===== config.mk =====
export PLATFORM = sky130hd
export DESIGN_NAME = panel_operation_mode_control
export DESIGN_NICKNAME = d
export VERILOG_FILES = /design/src/hdl/panel_mode_pkg.sv /design/src/hdl/panel_operation_mode_control.sv
export SDC_FILE = /design/constraint.sdc
export NUM_CORES = 1
export LEC_CHECK = 0
export ABC_AREA = 0
export BUFFER_PORTS_ARGS = -buffer_cell sky130_fd_sc_hd__buf_2
export CAP_MARGIN = 20
export CORE_ASPECT_RATIO = 1.5
export CORE_MARGIN = 8
export CORE_UTILIZATION = 52
export DETAILED_ROUTE_END_ITERATION = 7
export GPL_TIMING_DRIVEN = 0
export PLACE_DENSITY = 0.8
export SLEW_MARGIN = 20
export SYNTH_ARGS = -nofsm -noshare
export SYNTH_HDL_FRONTEND = slang
export SYNTH_SLANG_ARGS = --single-unit

===== constraint.sdc =====
create_clock -name mclk_i -period 3.3 [get_ports mclk_i]
set_input_delay 0.495 -clock mclk_i [delete_from_list [all_inputs] [get_ports mclk_i]]
set_output_delay 0.495 -clock mclk_i [all_outputs]
set_load 0.02 [all_outputs]

===== src/hdl/panel_mode_pkg.sv =====
// Constants for the operator-panel mode block.
// Assumes a 25 MHz system clock; all names used as panel_mode_pkg::name.
package panel_mode_pkg;
   // ==========================================================
   // Timing
   localparam int CLK_HZ            = 25_000_000;
   localparam int CHANGE_WINDOW_S   = 10;
   localparam int CHANGE_WINDOW_CYC = CHANGE_WINDOW_S * CLK_HZ;
   // ==========================================================
   // Register map (byte addresses, one word each)
   localparam logic [7:0] ADDR_CTRL   = 8'h00;
   localparam logic [7:0] ADDR_REMOTE = 8'h04;
   localparam logic [7:0] ADDR_STATUS = 8'h08;
   // Control register fields
   localparam int CTRL_GND_BLK  = 0;
   localparam int CTRL_NON_RECL = 1;
   localparam int CTRL_CSP_BLK  = 2;
   localparam int CTRL_FAST_DIS = 3;
   localparam int CTRL_PROF_LSB = 4;
   localparam int CTRL_SUP_CLR  = 6;
   localparam int CTRL_SET_EN   = 7;
   // Remote hot line tag fields (port 2, port 3)
   localparam int REM_TAG_P2 = 0;
   localparam int REM_TAG_P3 = 1;
   // Reset values
   localparam logic [7:0] CTRL_RESET = 8'h00;
   // ==========================================================
   // Change window state
   typedef enum logic [1:0] {
      CW_IDLE = 2'b00,
      CW_OPEN = 2'b01
   } cw_state_t;
   // Panel operation key index
   localparam int KEY_GND  = 0;
   localparam int KEY_NREC = 1;
   localparam int KEY_SUP  = 2;
   localparam int KEY_CSP  = 3;
   localparam int KEY_BAT  = 4;
   localparam int KEY_FAST = 5;
   localparam int KEY_ALT1 = 6;
   localparam int KEY_ALT2 = 7;
   localparam int KEY_ALT3 = 8;
   localparam int NUM_KEYS = 9;
   // Curve selection codes
   localparam logic [1:0] CURVE_NORMAL = 2'h0;
   localparam logic [1:0] CURVE_CSP    = 2'h1;
   localparam logic [1:0] CURVE_FAST   = 2'h2;
   localparam logic [1:0] CURVE_HOT    = 2'h3;
endpackage


===== src/hdl/panel_operation_mode_control.sv =====
// Operator panel mode logic: change window, function states, profiles, hot line tag.
// Assumes key and pin inputs are debounced but asynchronous; bus is on mclk_i.
// Contract
// Change key opens 10 second window
// Window expiry leaves functions unchanged
// Indicators show state from any source
// Power-save keeps operation indicators dark
// Ground key in window sets blocking
// Non-reclosing suppresses reclose, keeps curve
// Supervisory block rejects supervisory, software commands
// Local trip/close always operate; the close button is blocked while the hot tag is active
// Supervisory block set only from keypad
// Unblocked cold pickup substitutes first operation
// Battery test lights until test done
// Fast trips disabled uses dedicated curve
// Normal profile when no alternate lit
// Alternate selected by change then key
// Hot tag blocks closing, never trips
// Hot tag: one trip, hot curve
// Hot tag overrides pickup, nonreclose, fast
// Hot tag is OR of four sources
// Each tag cleared only by its source
// Panel serial connection disables port-2 accessory
// At most one alternate profile lit
//
// Strobed register access and the register addresses were decided locally.
`timescale 1ns/10ps
module panel_operation_mode_control #(
   parameter int WINDOW_CYC = panel_mode_pkg::CHANGE_WINDOW_CYC
) (
   input  wire logic        mclk_i,
   input  wire logic        rst_b_i,
   // Register bus
   input  wire logic [7:0]  addr_i,
   input  wire logic [31:0] wdata_i,
   input  wire logic        wr_i,
   input  wire logic        rd_i,
   output logic      [31:0] rdata_o,
   // Panel inputs (asynchronous)
   input  wire logic        change_key_i,
   input  wire logic [8:0]  op_key_i,
   input  wire logic        tag_switch_i,
   input  wire logic        dif_tag_i,
   input  wire logic        power_save_i,
   input  wire logic        panel_serial_conn_i,
   input  wire logic        trip_button_i,
   input  wire logic        close_button_i,
   // Protection and battery side (same clock)
   input  wire logic        battery_done_i,
   input  wire logic        first_operation_i,
   input  wire logic        reclose_req_i,
   input  wire logic        close_req_i,
   input  wire logic        trip_req_i,
   input  wire logic        supv_cmd_i,
   input  wire logic        sw_cmd_i,
   // Outputs
   output logic [8:0]       op_led_o,
   output logic             tag_led_o,
   output logic             change_mode_o,
   output logic             battery_start_o,
   output logic [1:0]       profile_o,
   output logic [1:0]       curve_sel_o,
   output logic             single_trip_lockout_o,
   output logic             reclose_o,
   output logic             close_o,
   output logic             trip_o,
   output logic             supv_accept_o,
   output logic             sw_accept_o,
   output logic             gnd_trip_block_o,
   output logic             p2_accessory_en_o
);
   // ==========================================================
   // Input synchronisers
   localparam int NSYNC = 16;
   logic [NSYNC-1:0] sync1;
   logic [NSYNC-1:0] sync2;
   logic [NSYNC-1:0] sync_prev;
   logic [NSYNC-1:0] raw_in;
   assign raw_in = {close_button_i, trip_button_i, panel_serial_conn_i, power_save_i,
                    dif_tag_i, tag_switch_i, change_key_i, op_key_i};

   // Two flops per asynchronous input; previous copy feeds edge detection
   always_ff @(posedge mclk_i) begin
      if (!rst_b_i) begin
         sync1     <= '0;
         sync2     <= '0;
         sync_prev <= '0;
      end else begin
         sync1     <= raw_in;
         sync2     <= sync1;
         sync_prev <= sync2;
      end
   end

   logic [8:0] key_press;
   logic       change_press;
   logic       tag_sw;
   logic       dif_tag;
   logic       pwr_save;
   logic       serial_conn;
   logic       trip_btn;
   logic       close_btn;
   assign key_press    = sync2[8:0] & ~sync_prev[8:0];
   assign change_press = sync2[9] & ~sync_prev[9];
   assign tag_sw       = sync2[10];
   assign dif_tag      = sync2[11];
   assign pwr_save     = sync2[12];
   assign serial_conn  = sync2[13];
   assign trip_btn     = sync2[14];
   assign close_btn    = sync2[15];

   // ==========================================================
   // Change window
   panel_mode_pkg::cw_state_t cw_state;
   logic [31:0]               cw_count;
   logic                      key_in_window;
   assign key_in_window = (cw_state == panel_mode_pkg::CW_OPEN) && (|key_press);

   // Window opens on change key, closes on a selection or on expiry
   always_ff @(posedge mclk_i) begin
      if (!rst_b_i) begin
         cw_state <= panel_mode_pkg::CW_IDLE;
         cw_count <= '0;
      end else begin
         case (cw_state)
            panel_mode_pkg::CW_IDLE: begin
               if (change_press) begin
                  cw_state <= panel_mode_pkg::CW_OPEN;
                  cw_count <= 32'(WINDOW_CYC - 1);
               end
            end
            panel_mode_pkg::CW_OPEN: begin
               if (key_in_window) begin
                  cw_state <= panel_mode_pkg::CW_IDLE;
               end else if (cw_count == '0) begin
                  cw_state <= panel_mode_pkg::CW_IDLE;
               end else begin
                  cw_count <= cw_count - 32'd1;
               end
            end
            default: begin
               cw_state <= panel_mode_pkg::CW_IDLE;
            end
         endcase
      end
   end

   // Keys outside the window are ignored, so expiry changes nothing
   logic [8:0] key_act;
   assign key_act = key_in_window ? key_press : 9'h000;

   // ==========================================================
   // Software register access
   logic       sup_blk;
   logic       sw_wr_ctrl;
   logic       sw_wr_rem;
   assign sw_wr_ctrl = wr_i && (addr_i == panel_mode_pkg::ADDR_CTRL) && !sup_blk;
   assign sw_wr_rem  = wr_i && (addr_i == panel_mode_pkg::ADDR_REMOTE);

   // ==========================================================
   // Function states, panel or remote
   logic gnd_blk;
   logic non_recl;
   logic csp_blk;
   logic fast_dis;

   // Toggle from keypad, or write from remote; both update the same state
   always_ff @(posedge mclk_i) begin
      if (!rst_b_i) begin
         gnd_blk  <= panel_mode_pkg::CTRL_RESET[panel_mode_pkg::CTRL_GND_BLK];
         non_recl <= panel_mode_pkg::CTRL_RESET[panel_mode_pkg::CTRL_NON_RECL];
         csp_blk  <= panel_mode_pkg::CTRL_RESET[panel_mode_pkg::CTRL_CSP_BLK];
         fast_dis <= panel_mode_pkg::CTRL_RESET[panel_mode_pkg::CTRL_FAST_DIS];
      end else if (|key_act) begin
         if (key_act[panel_mode_pkg::KEY_GND]) begin
            gnd_blk <= ~gnd_blk;
         end
         if (key_act[panel_mode_pkg::KEY_NREC]) begin
            non_recl <= ~non_recl;
         end
         if (key_act[panel_mode_pkg::KEY_CSP]) begin
            csp_blk <= ~csp_blk;
         end
         if (key_act[panel_mode_pkg::KEY_FAST]) begin
            fast_dis <= ~fast_dis;
         end
      end else if (sw_wr_ctrl && wdata_i[panel_mode_pkg::CTRL_SET_EN]) begin
         gnd_blk  <= wdata_i[panel_mode_pkg::CTRL_GND_BLK];
         non_recl <= wdata_i[panel_mode_pkg::CTRL_NON_RECL];
         csp_blk  <= wdata_i[panel_mode_pkg::CTRL_CSP_BLK];
         fast_dis <= wdata_i[panel_mode_pkg::CTRL_FAST_DIS];
      end
   end

   // Supervisory blocking: keypad only; software writes can neither set nor clear it
   always_ff @(posedge mclk_i) begin
      if (!rst_b_i) begin
         sup_blk <= 1'b0;
      end else if (key_act[panel_mode_pkg::KEY_SUP]) begin
         sup_blk <= ~sup_blk;
      end
   end

   // ==========================================================
   // Profiles: 0 normal, 1..3 alternates; binary coded, so at most one alternate lamp by construction
   logic [1:0] profile;
   logic [1:0] key_prof;
   logic [1:0] wr_prof;
   assign key_prof = key_act[panel_mode_pkg::KEY_ALT3] ? 2'd3 :
                     key_act[panel_mode_pkg::KEY_ALT2] ? 2'd2 : 2'd1;
   assign wr_prof  = wdata_i[panel_mode_pkg::CTRL_PROF_LSB +: 2];

   // Pressing the active alternate drops back to normal
   always_ff @(posedge mclk_i) begin
      if (!rst_b_i) begin
         profile <= 2'd0;
      end else if (|key_act[8:6]) begin
         profile <= (profile == key_prof) ? 2'd0 : key_prof;
      end else if (sw_wr_ctrl && wdata_i[panel_mode_pkg::CTRL_SET_EN]) begin
         profile <= wr_prof;
      end
   end

   // ==========================================================
   // Battery test indicator
   logic bat_busy;
   always_ff @(posedge mclk_i) begin
      if (!rst_b_i) begin
         bat_busy <= 1'b0;
      end else if (key_act[panel_mode_pkg::KEY_BAT] && !bat_busy) begin
         bat_busy <= 1'b1;
      end else if (battery_done_i) begin
         bat_busy <= 1'b0;
      end
   end
   assign battery_start_o = key_act[panel_mode_pkg::KEY_BAT] && !bat_busy;

   // ==========================================================
   // Hot line tag: one request per source, cleared only by that source
   logic tag_p2;
   logic tag_p3;
   logic hot_tag;
   always_ff @(posedge mclk_i) begin
      if (!rst_b_i) begin
         tag_p2 <= 1'b0;
         tag_p3 <= 1'b0;
      end else if (sw_wr_rem) begin
         tag_p2 <= wdata_i[panel_mode_pkg::REM_TAG_P2];
         tag_p3 <= wdata_i[panel_mode_pkg::REM_TAG_P3];
      end
   end
   // Panel and discrete tags follow their own inputs only
   assign hot_tag = tag_sw | tag_p2 | tag_p3 | dif_tag;

   // ==========================================================
   // Protection steering
   always_comb begin
      if (hot_tag) begin
         curve_sel_o = panel_mode_pkg::CURVE_HOT;
      end else if (fast_dis) begin
         curve_sel_o = panel_mode_pkg::CURVE_FAST;
      end else if (!csp_blk && first_operation_i) begin
         curve_sel_o = panel_mode_pkg::CURVE_CSP;
      end else begin
         curve_sel_o = panel_mode_pkg::CURVE_NORMAL;
      end
   end
   assign single_trip_lockout_o = hot_tag;
   assign reclose_o     = reclose_req_i && !non_recl && !hot_tag;
   assign close_o       = (close_req_i || close_btn) && !hot_tag;
   assign trip_o        = trip_req_i || trip_btn;
   assign supv_accept_o = supv_cmd_i && !sup_blk;
   assign sw_accept_o   = sw_cmd_i && !sup_blk;
   assign gnd_trip_block_o  = gnd_blk;
   assign p2_accessory_en_o = !serial_conn;
   assign change_mode_o     = (cw_state == panel_mode_pkg::CW_OPEN);
   assign profile_o         = profile;

   // ==========================================================
   // Indicators; operation lamps dark in power-save, tag lamp not
   logic [8:0] led_state;
   always_comb begin
      led_state = '0;
      led_state[panel_mode_pkg::KEY_GND]  = gnd_blk;
      led_state[panel_mode_pkg::KEY_NREC] = non_recl;
      led_state[panel_mode_pkg::KEY_SUP]  = sup_blk;
      led_state[panel_mode_pkg::KEY_CSP]  = csp_blk;
      led_state[panel_mode_pkg::KEY_BAT]  = bat_busy;
      led_state[panel_mode_pkg::KEY_FAST] = fast_dis;
      led_state[panel_mode_pkg::KEY_ALT1] = (profile == 2'd1);
      led_state[panel_mode_pkg::KEY_ALT2] = (profile == 2'd2);
      led_state[panel_mode_pkg::KEY_ALT3] = (profile == 2'd3);
   end

   // Registered so the lamps never glitch
   always_ff @(posedge mclk_i) begin
      if (!rst_b_i) begin
         op_led_o  <= '0;
         tag_led_o <= 1'b0;
      end else begin
         op_led_o  <= pwr_save ? 9'h000 : led_state;
         tag_led_o <= hot_tag;
      end
   end

   // ==========================================================
   // Read data, one cycle after the strobe
   always_ff @(posedge mclk_i) begin
      if (!rst_b_i) begin
         rdata_o <= '0;
      end else if (rd_i) begin
         if (addr_i == panel_mode_pkg::ADDR_CTRL) begin
            rdata_o <= {24'h000000, 1'b0, sup_blk, profile, fast_dis, csp_blk,
                        non_recl, gnd_blk};
         end else if (addr_i == panel_mode_pkg::ADDR_REMOTE) begin
            rdata_o <= {30'h00000000, tag_p3, tag_p2};
         end else if (addr_i == panel_mode_pkg::ADDR_STATUS) begin
            rdata_o <= {24'h000000, serial_conn, pwr_save, dif_tag, tag_sw,
                        hot_tag, bat_busy, change_mode_o, 1'b0};
         end else begin
            rdata_o <= '0;
         end
      end else begin
         rdata_o <= '0;
      end
   end
endmodule


# == Yosys cells after proc, flatten, opt, wreduce, memory -nomap -nowiden ==
# Cells that the tools add are included.
# totals
mem_count,0
ram_bits,0
reg_bits,128
rom_bits,0
out_inout_bits,56
latchBits,0
wordCells,124
# op_classes
shift,0
n_reduce_logical,40
mul,0
n_mux,34
order_cmp,0
bitwise,15
n_addsub,1
n_div,0
n_eq_ne,15
# op_table
op,n
$mux W32,3
$pmux W32 S2,1
$logic_not A32 Y1,1
$sub A32 B1 Y32 const B,1
$mux W7,3
$mux W2,10
$reduce_or A9 Y1,2
$mux W1,15
$ne A2 B2 Y1 const B,7
$logic_and A1 B1 Y1,12
$reduce_and A2 Y1,6
$and A9 B9 Y9,1
$mux W9,1
$not A1 Y1,9
$not A9 Y9,1
$eq A8 B3 Y1 const B,1
$eq A8 B4 Y1 const B,1
$logic_not A8 Y1,1
$reduce_bool A2 Y1,4
$logic_not A1 Y1,6
$reduce_or A5 Y1,1
$eq A2 B1 Y1 const B,2
$eq A2 B2 Y1 const B,2
$pmux W2 S2,1
10 further kinds,13

# == Depth between registers and ports, before layout ==
# depth
word_depth,10
depth_mapped,10
ltp_nobuf,8

# == Worst setup path before layout ==
# No wires, ideal clock.
# synth_timing
path_type,register -> register
from,register cw_count[24]
to,register cw_count[5]
path_buffers,3
arrival_ns,2.572
stages_incl_launch_ff,10
slack_ns,0.595
t_required_ns,3.168
path_cell_list,dfxtp_1 > or4_4 > or4_1 > clkbuf_2 > or4_1 > buf_2 > buf_6 > nand3b_1 > xor2_1 > a21oi_1
# synth_via
elab_chain_cells,3
# synth_lines
item,line_no,source
from (decl),panel_operation_mode_control.sv:115,logic [31:0] cw_count;
from (signal assigned),panel_operation_mode_control.sv:129,cw_count <= 32'(WINDOW_CYC - 1);
from (signal assigned),panel_operation_mode_control.sv:138,cw_count <= cw_count - 32'd1;
$logic_not A32 Y1,panel_operation_mode_control.sv:135,end else if (cw_count == '0) begin
$ne A2 B2 Y1 (no line),n/a,
$reduce_and A4 Y1 (no line),n/a,
# No other way between the ends.
# A chain may end at the register's enable or synchronous reset.

# == Worst setup path after layout ==
# layout_timing
from,register sync2[0]
to,register cw_count[9]
# layout_via
elab_chain_cells,5
# layout_lines
item,line_no,source
from (decl),panel_operation_mode_control.sv:76,logic [NSYNC-1:0] sync2;
from (signal assigned),panel_operation_mode_control.sv:90,sync2 <= sync1;
$and A9 B9 Y9,panel_operation_mode_control.sv:103,assign key_press = sync2[8:0] & ~sync_prev[8:0];
$reduce_or A9 Y1,panel_operation_mode_control.sv:117,assign key_in_window = (cw_state == panel_mode_pkg::CW_OPEN) && (|key_press);
$logic_and A1 B1 Y1,panel_operation_mode_control.sv:117,
$ne A2 B2 Y1 (no line),n/a,
$reduce_and A4 Y1 (no line),n/a,
# No other way between the ends.

==> results <==
- The run finished with clean final reports.
- The clock tree root buffer cell is sky130_fd_sc_hd__clkbuf_16.
- The sequential fraction of the synthesis area is 0.483.
- For the worst setup path, the data arrival time is ~3.1 ns.
- Setup violations remaining at the end of the flow were counted as 0.
- The remaining number of nets flagged by the antenna check after routing is 0.
- The remaining max-slew budget at the tightest pin is 0.349.
- The hold violation total from the final report is 0.
- Summed over all instances, the cell type with the most area after synthesis is sky130_fd_sc_hd__dfxtp_1.
- Max-cap violations in this run came to 0.
- The setup total negative slack is 0 ns.
- The top cell types in the final layout, fill and taps aside, are sky130_fd_sc_hd__dfxtp_1 (103), sky130_fd_sc_hd__buf_2 (73), sky130_fd_sc_hd__and2_1 (45).
- The longest clock path from root to sink contains 2 buffers.
- The number of unique standard cell types used by synthesis is 51.
- The post-route clock period utilization is 0.888.
- In the synthesized netlist the async set-or-reset flop fraction comes to 0.
- CTS built an H-tree with a depth of 3.
- Among cell families on the critical path, the largest total delay comes from compound AO/OA/AOI/OAI gates.
- Dividing the detail-routed via count by the number of cells gives 5.19.
- The detailed router finished its first iteration with about 250 violations.
- The net total in the final layout is roughly 640.
- The largest net degree at the start of global routing is 20.
- Routability-driven placement finished with a final weighted congestion of roughly 0.85.
- The number of top-level pins is 123.
- The CTS tree is done.
- The analysis attributes to cell leakage a power of roughly 0.0022 µW.
- The smallest clock period supported by the final layout is computed as 2.93 ns.
- At the pin with the least slew margin, the transition time is 0.967 ns.
- Counting every sink on the clock net gives 103.
- The number of DRC violations after detailed routing is 0.
- The clock latency on the worst-skew pair is 0.34 ns.
- Measured along the x axis, the die boundary spans 90.0 µm.
- Once detailed placement completed, the half-perimeter wirelength came to approximately 7800 µm.
- Synthesis produced 463 cells.
- The mean post-synth cell area is 9.21 µm².
- The via count of the first global-routing pass is 3652.
- The count of antenna diodes in the layout is 0.
- After synthesis, the cell types taking the most area are sky130_fd_sc_hd__dfxtp_1 (48%), sky130_fd_sc_hd__and2_1 (6.6%), sky130_fd_sc_hd__buf_4 (4.2%).
- In this run, CTS created clock tree buffers numbering 9.
- The peak fanout along the critical path is 10.
- The startpoint-to-endpoint class of the critical path is register to register.
- The placeable core region is about 8000 µm².
- Hold timing on the final database bottoms out at a slack of 0.352 ns.
- met2 is the most crowded layer.
- The worst-path cell with the longest stage delay is sky130_fd_sc_hd__o41ai_2.
- In this run the core area contains 40 standard-cell rows.
- The total instance count after detailed placement is roughly 660.
- The total via count after detailed routing is 3527.
- The signal on the critical path passes through nor2b_1 > or4_1 > o41ai_2 > clkbuf_1 > nand4_1 > xor2_1 > a21oi_1.
- In the global route stage, met2 resource usage came out at 0.322.
- Of the post-synthesis cell area, the dominant cell type holds 0.483.
- Setup repair after global routing left no endpoint under its margin.
- Among all flip-flop cells after synthesis, the most frequent one is sky130_fd_sc_hd__dfxtp_1.
- The commonest non-fill, non-tap cell in the layout is sky130_fd_sc_hd__dfxtp_1.
- The synthesized cell area is 4270 µm².
- The vertical die dimension is 127 µm.
- The starting density of the core is 0.533.
- During placement, the flow inserted port buffers numbering 72.
- Across the VDD grid, the largest voltage drop is 0.000348 V.
- The delay contributed by the slowest stage of the critical path is 0.86 ns.
- The floorplan step defined a die boundary enclosing 11400 µm².
- The worst clock skew is around 0.0052 ns.
- The overall fraction of global-route tracks in use is 0.181.
- In this run, synthesis produced a sequential element count of approximately 100.
- The total power is 2850 µW.
- The first global-routing pass estimated 17100 µm of wire.
- The met1 track utilization from global routing is 0.184.
- The power density over the cells is 552 nW/µm².
- The total wirelength of the detailed-routed design is 10300 µm.
- The count of final max-slew check failures is 0.
- From synthesis to final layout, the design area changed by 21.0%.
- The data required time of the critical path is 3.51 ns.
- The clock slew at the register clock pins of the worst setup and hold paths is approximately 0.070 ns.
- The number of antenna violations at the first check in global routing is 0.
- Based on the critical path, the design can be clocked at up to 0.341 GHz.
- For this run, global-route usage on met3 was measured as 0.0543.
- The startpoint type of the worst setup path is a register.
- Counting both buffers and inverters, the worst setup path holds a total of 1.
- In the final layout, the share of cells above drive strength 1 is 0.226.
- The total setup buffers inserted after CTS is 0.
- In the final routed layout, each cell accounts on average for between 15 and 20 µm.
- The overall overflow remaining after global route is 0.
- STA classifies the critical path endpoint as a register.
- The class of the worst hold path is input port to register.
- For this run, the number of Yosys warnings is 0.
- The number of detailed-route iterations in the first pass is 4.
- In this run, synthesis inferred 0 flip-flops with an integrated enable.
- The number of non-filler instances in the completed layout is 679.
[area by class of cell]
type | instances | area, µm²
Inverter | 13 | 48.8
Buffer | 45 | 269
Clock inverter | 7 | 87.6
Timing Repair Buffer | 72 | 360
Tap cell | 105 | 131
Multi-Input combinational cell | 325 | 1980
Clock buffer | 9 | 225
Sequential cell | 103 | 2060
Fill cell | 662 | 2850
[state kept, by name, indices dropped and copies added (netlist names)]
register and cells:
cw_count 32, sync_prev 10, csp_blk 1, sync2 16, cw_state 1, tag_p3 1, tag_led_o 1, sup_blk 1
gnd_trip_block_o 1, tag_p2 1, fast_dis 1, profile_o 2, sync1 16, rdata_o 8, non_recl 1, op_led_o 9
bat_busy 1
[final timing paths]
path                startpoint          end  slack (ns)  cells past startpoint
hold reg to reg      sync1[15]    sync2[15]        0.43                      1
hold / removal    change_key_i     sync1[9]        0.35                      2
setup / recovery      sync2[0]  cw_count[9]        0.37                      7
setup reg to reg      sync2[0]  cw_count[9]        0.37                      7
[layer usage]
metal / part of all wire / routed length [µm] / vias up
met3: 0.073 / 752 / 17
met4: 0.023 / 238 / 0
met5: 0 / 0 / -
met2: 0.51 / 5250 / 130
li1: - / - / 1767
met1: 0.39 / 4040 / 1613
[synthesized netlist by cell type, types with 4 or more instances]
| master | instances |
|---|---|
| sky130_fd_sc_hd__dfxtp_1 | 103 |
| sky130_fd_sc_hd__and2_1 | 45 |
| sky130_fd_sc_hd__nor2_1 | 38 |
| sky130_fd_sc_hd__a21oi_1 | 28 |
| sky130_fd_sc_hd__buf_4 | 24 |
| sky130_fd_sc_hd__clkbuf_1 | 18 |
| sky130_fd_sc_hd__nor3_1 | 18 |
| sky130_fd_sc_hd__nor2b_1 | 17 |
| sky130_fd_sc_hd__nand3_1 | 15 |
| sky130_fd_sc_hd__nand2_1 | 14 |
| sky130_fd_sc_hd__inv_1 | 13 |
| sky130_fd_sc_hd__nor4_1 | 13 |
| sky130_fd_sc_hd__xor2_1 | 12 |
| sky130_fd_sc_hd__xnor2_1 | 10 |
| sky130_fd_sc_hd__o21ai_0 | 8 |
| sky130_fd_sc_hd__mux2i_1 | 7 |
| sky130_fd_sc_hd__nand4_1 | 6 |
| sky130_fd_sc_hd__nor4b_1 | 6 |
| sky130_fd_sc_hd__or4_1 | 6 |
| sky130_fd_sc_hd__or2_2 | 5 |
| sky130_fd_sc_hd__a32oi_1 | 4 |
| sky130_fd_sc_hd__and3_1 | 4 |
| sky130_fd_sc_hd__nor3b_1 | 4 |
| sky130_fd_sc_hd__o31a_1 | 4 |
| sky130_fd_sc_hd__or3_1 | 4 |
[what timing repair did]
action | in CTS | in global routing
hold buffers | 0 | 0
gates resized for setup | 0 | 1
setup endpoints to repair | 0 | 3
[metrics by stage]
| step | utilization | instance area, µm² | setup WS (ns) |
|---|---|---|---|
| final | 0.645 | 5160 | 0.368 |
| after global routing | 0.645 | 5160 | 0.222 |
| after CTS | 0.644 | 5160 | 0.341 |
| after detailed placement | 0.605 | 4840 | 0.388 |
| after global placement | 0.605 | 4840 | 0.451 |
| after floorplan | - | 4350 | 0.595 |
[power by group]
group / switching [µW] / internal, µW
Combinational: 249 / 165
Clock: 492 / 605
Sequential: 41.3 / 1300
Total: 782 / 2070
[cell families after synthesis]
logic type / synth area share
buffers and inverters: 0.0745
muxes: 0.0191
xor gates and xnor gates: 0.0452
and+or+nand+nor: 0.273
other: 0.000879
AOI/OAI and AO/OA: 0.0980
adders and majority gates: 0.00587
DFF: 0.483
No activity file was read; power rests on OpenSTA's default activity.
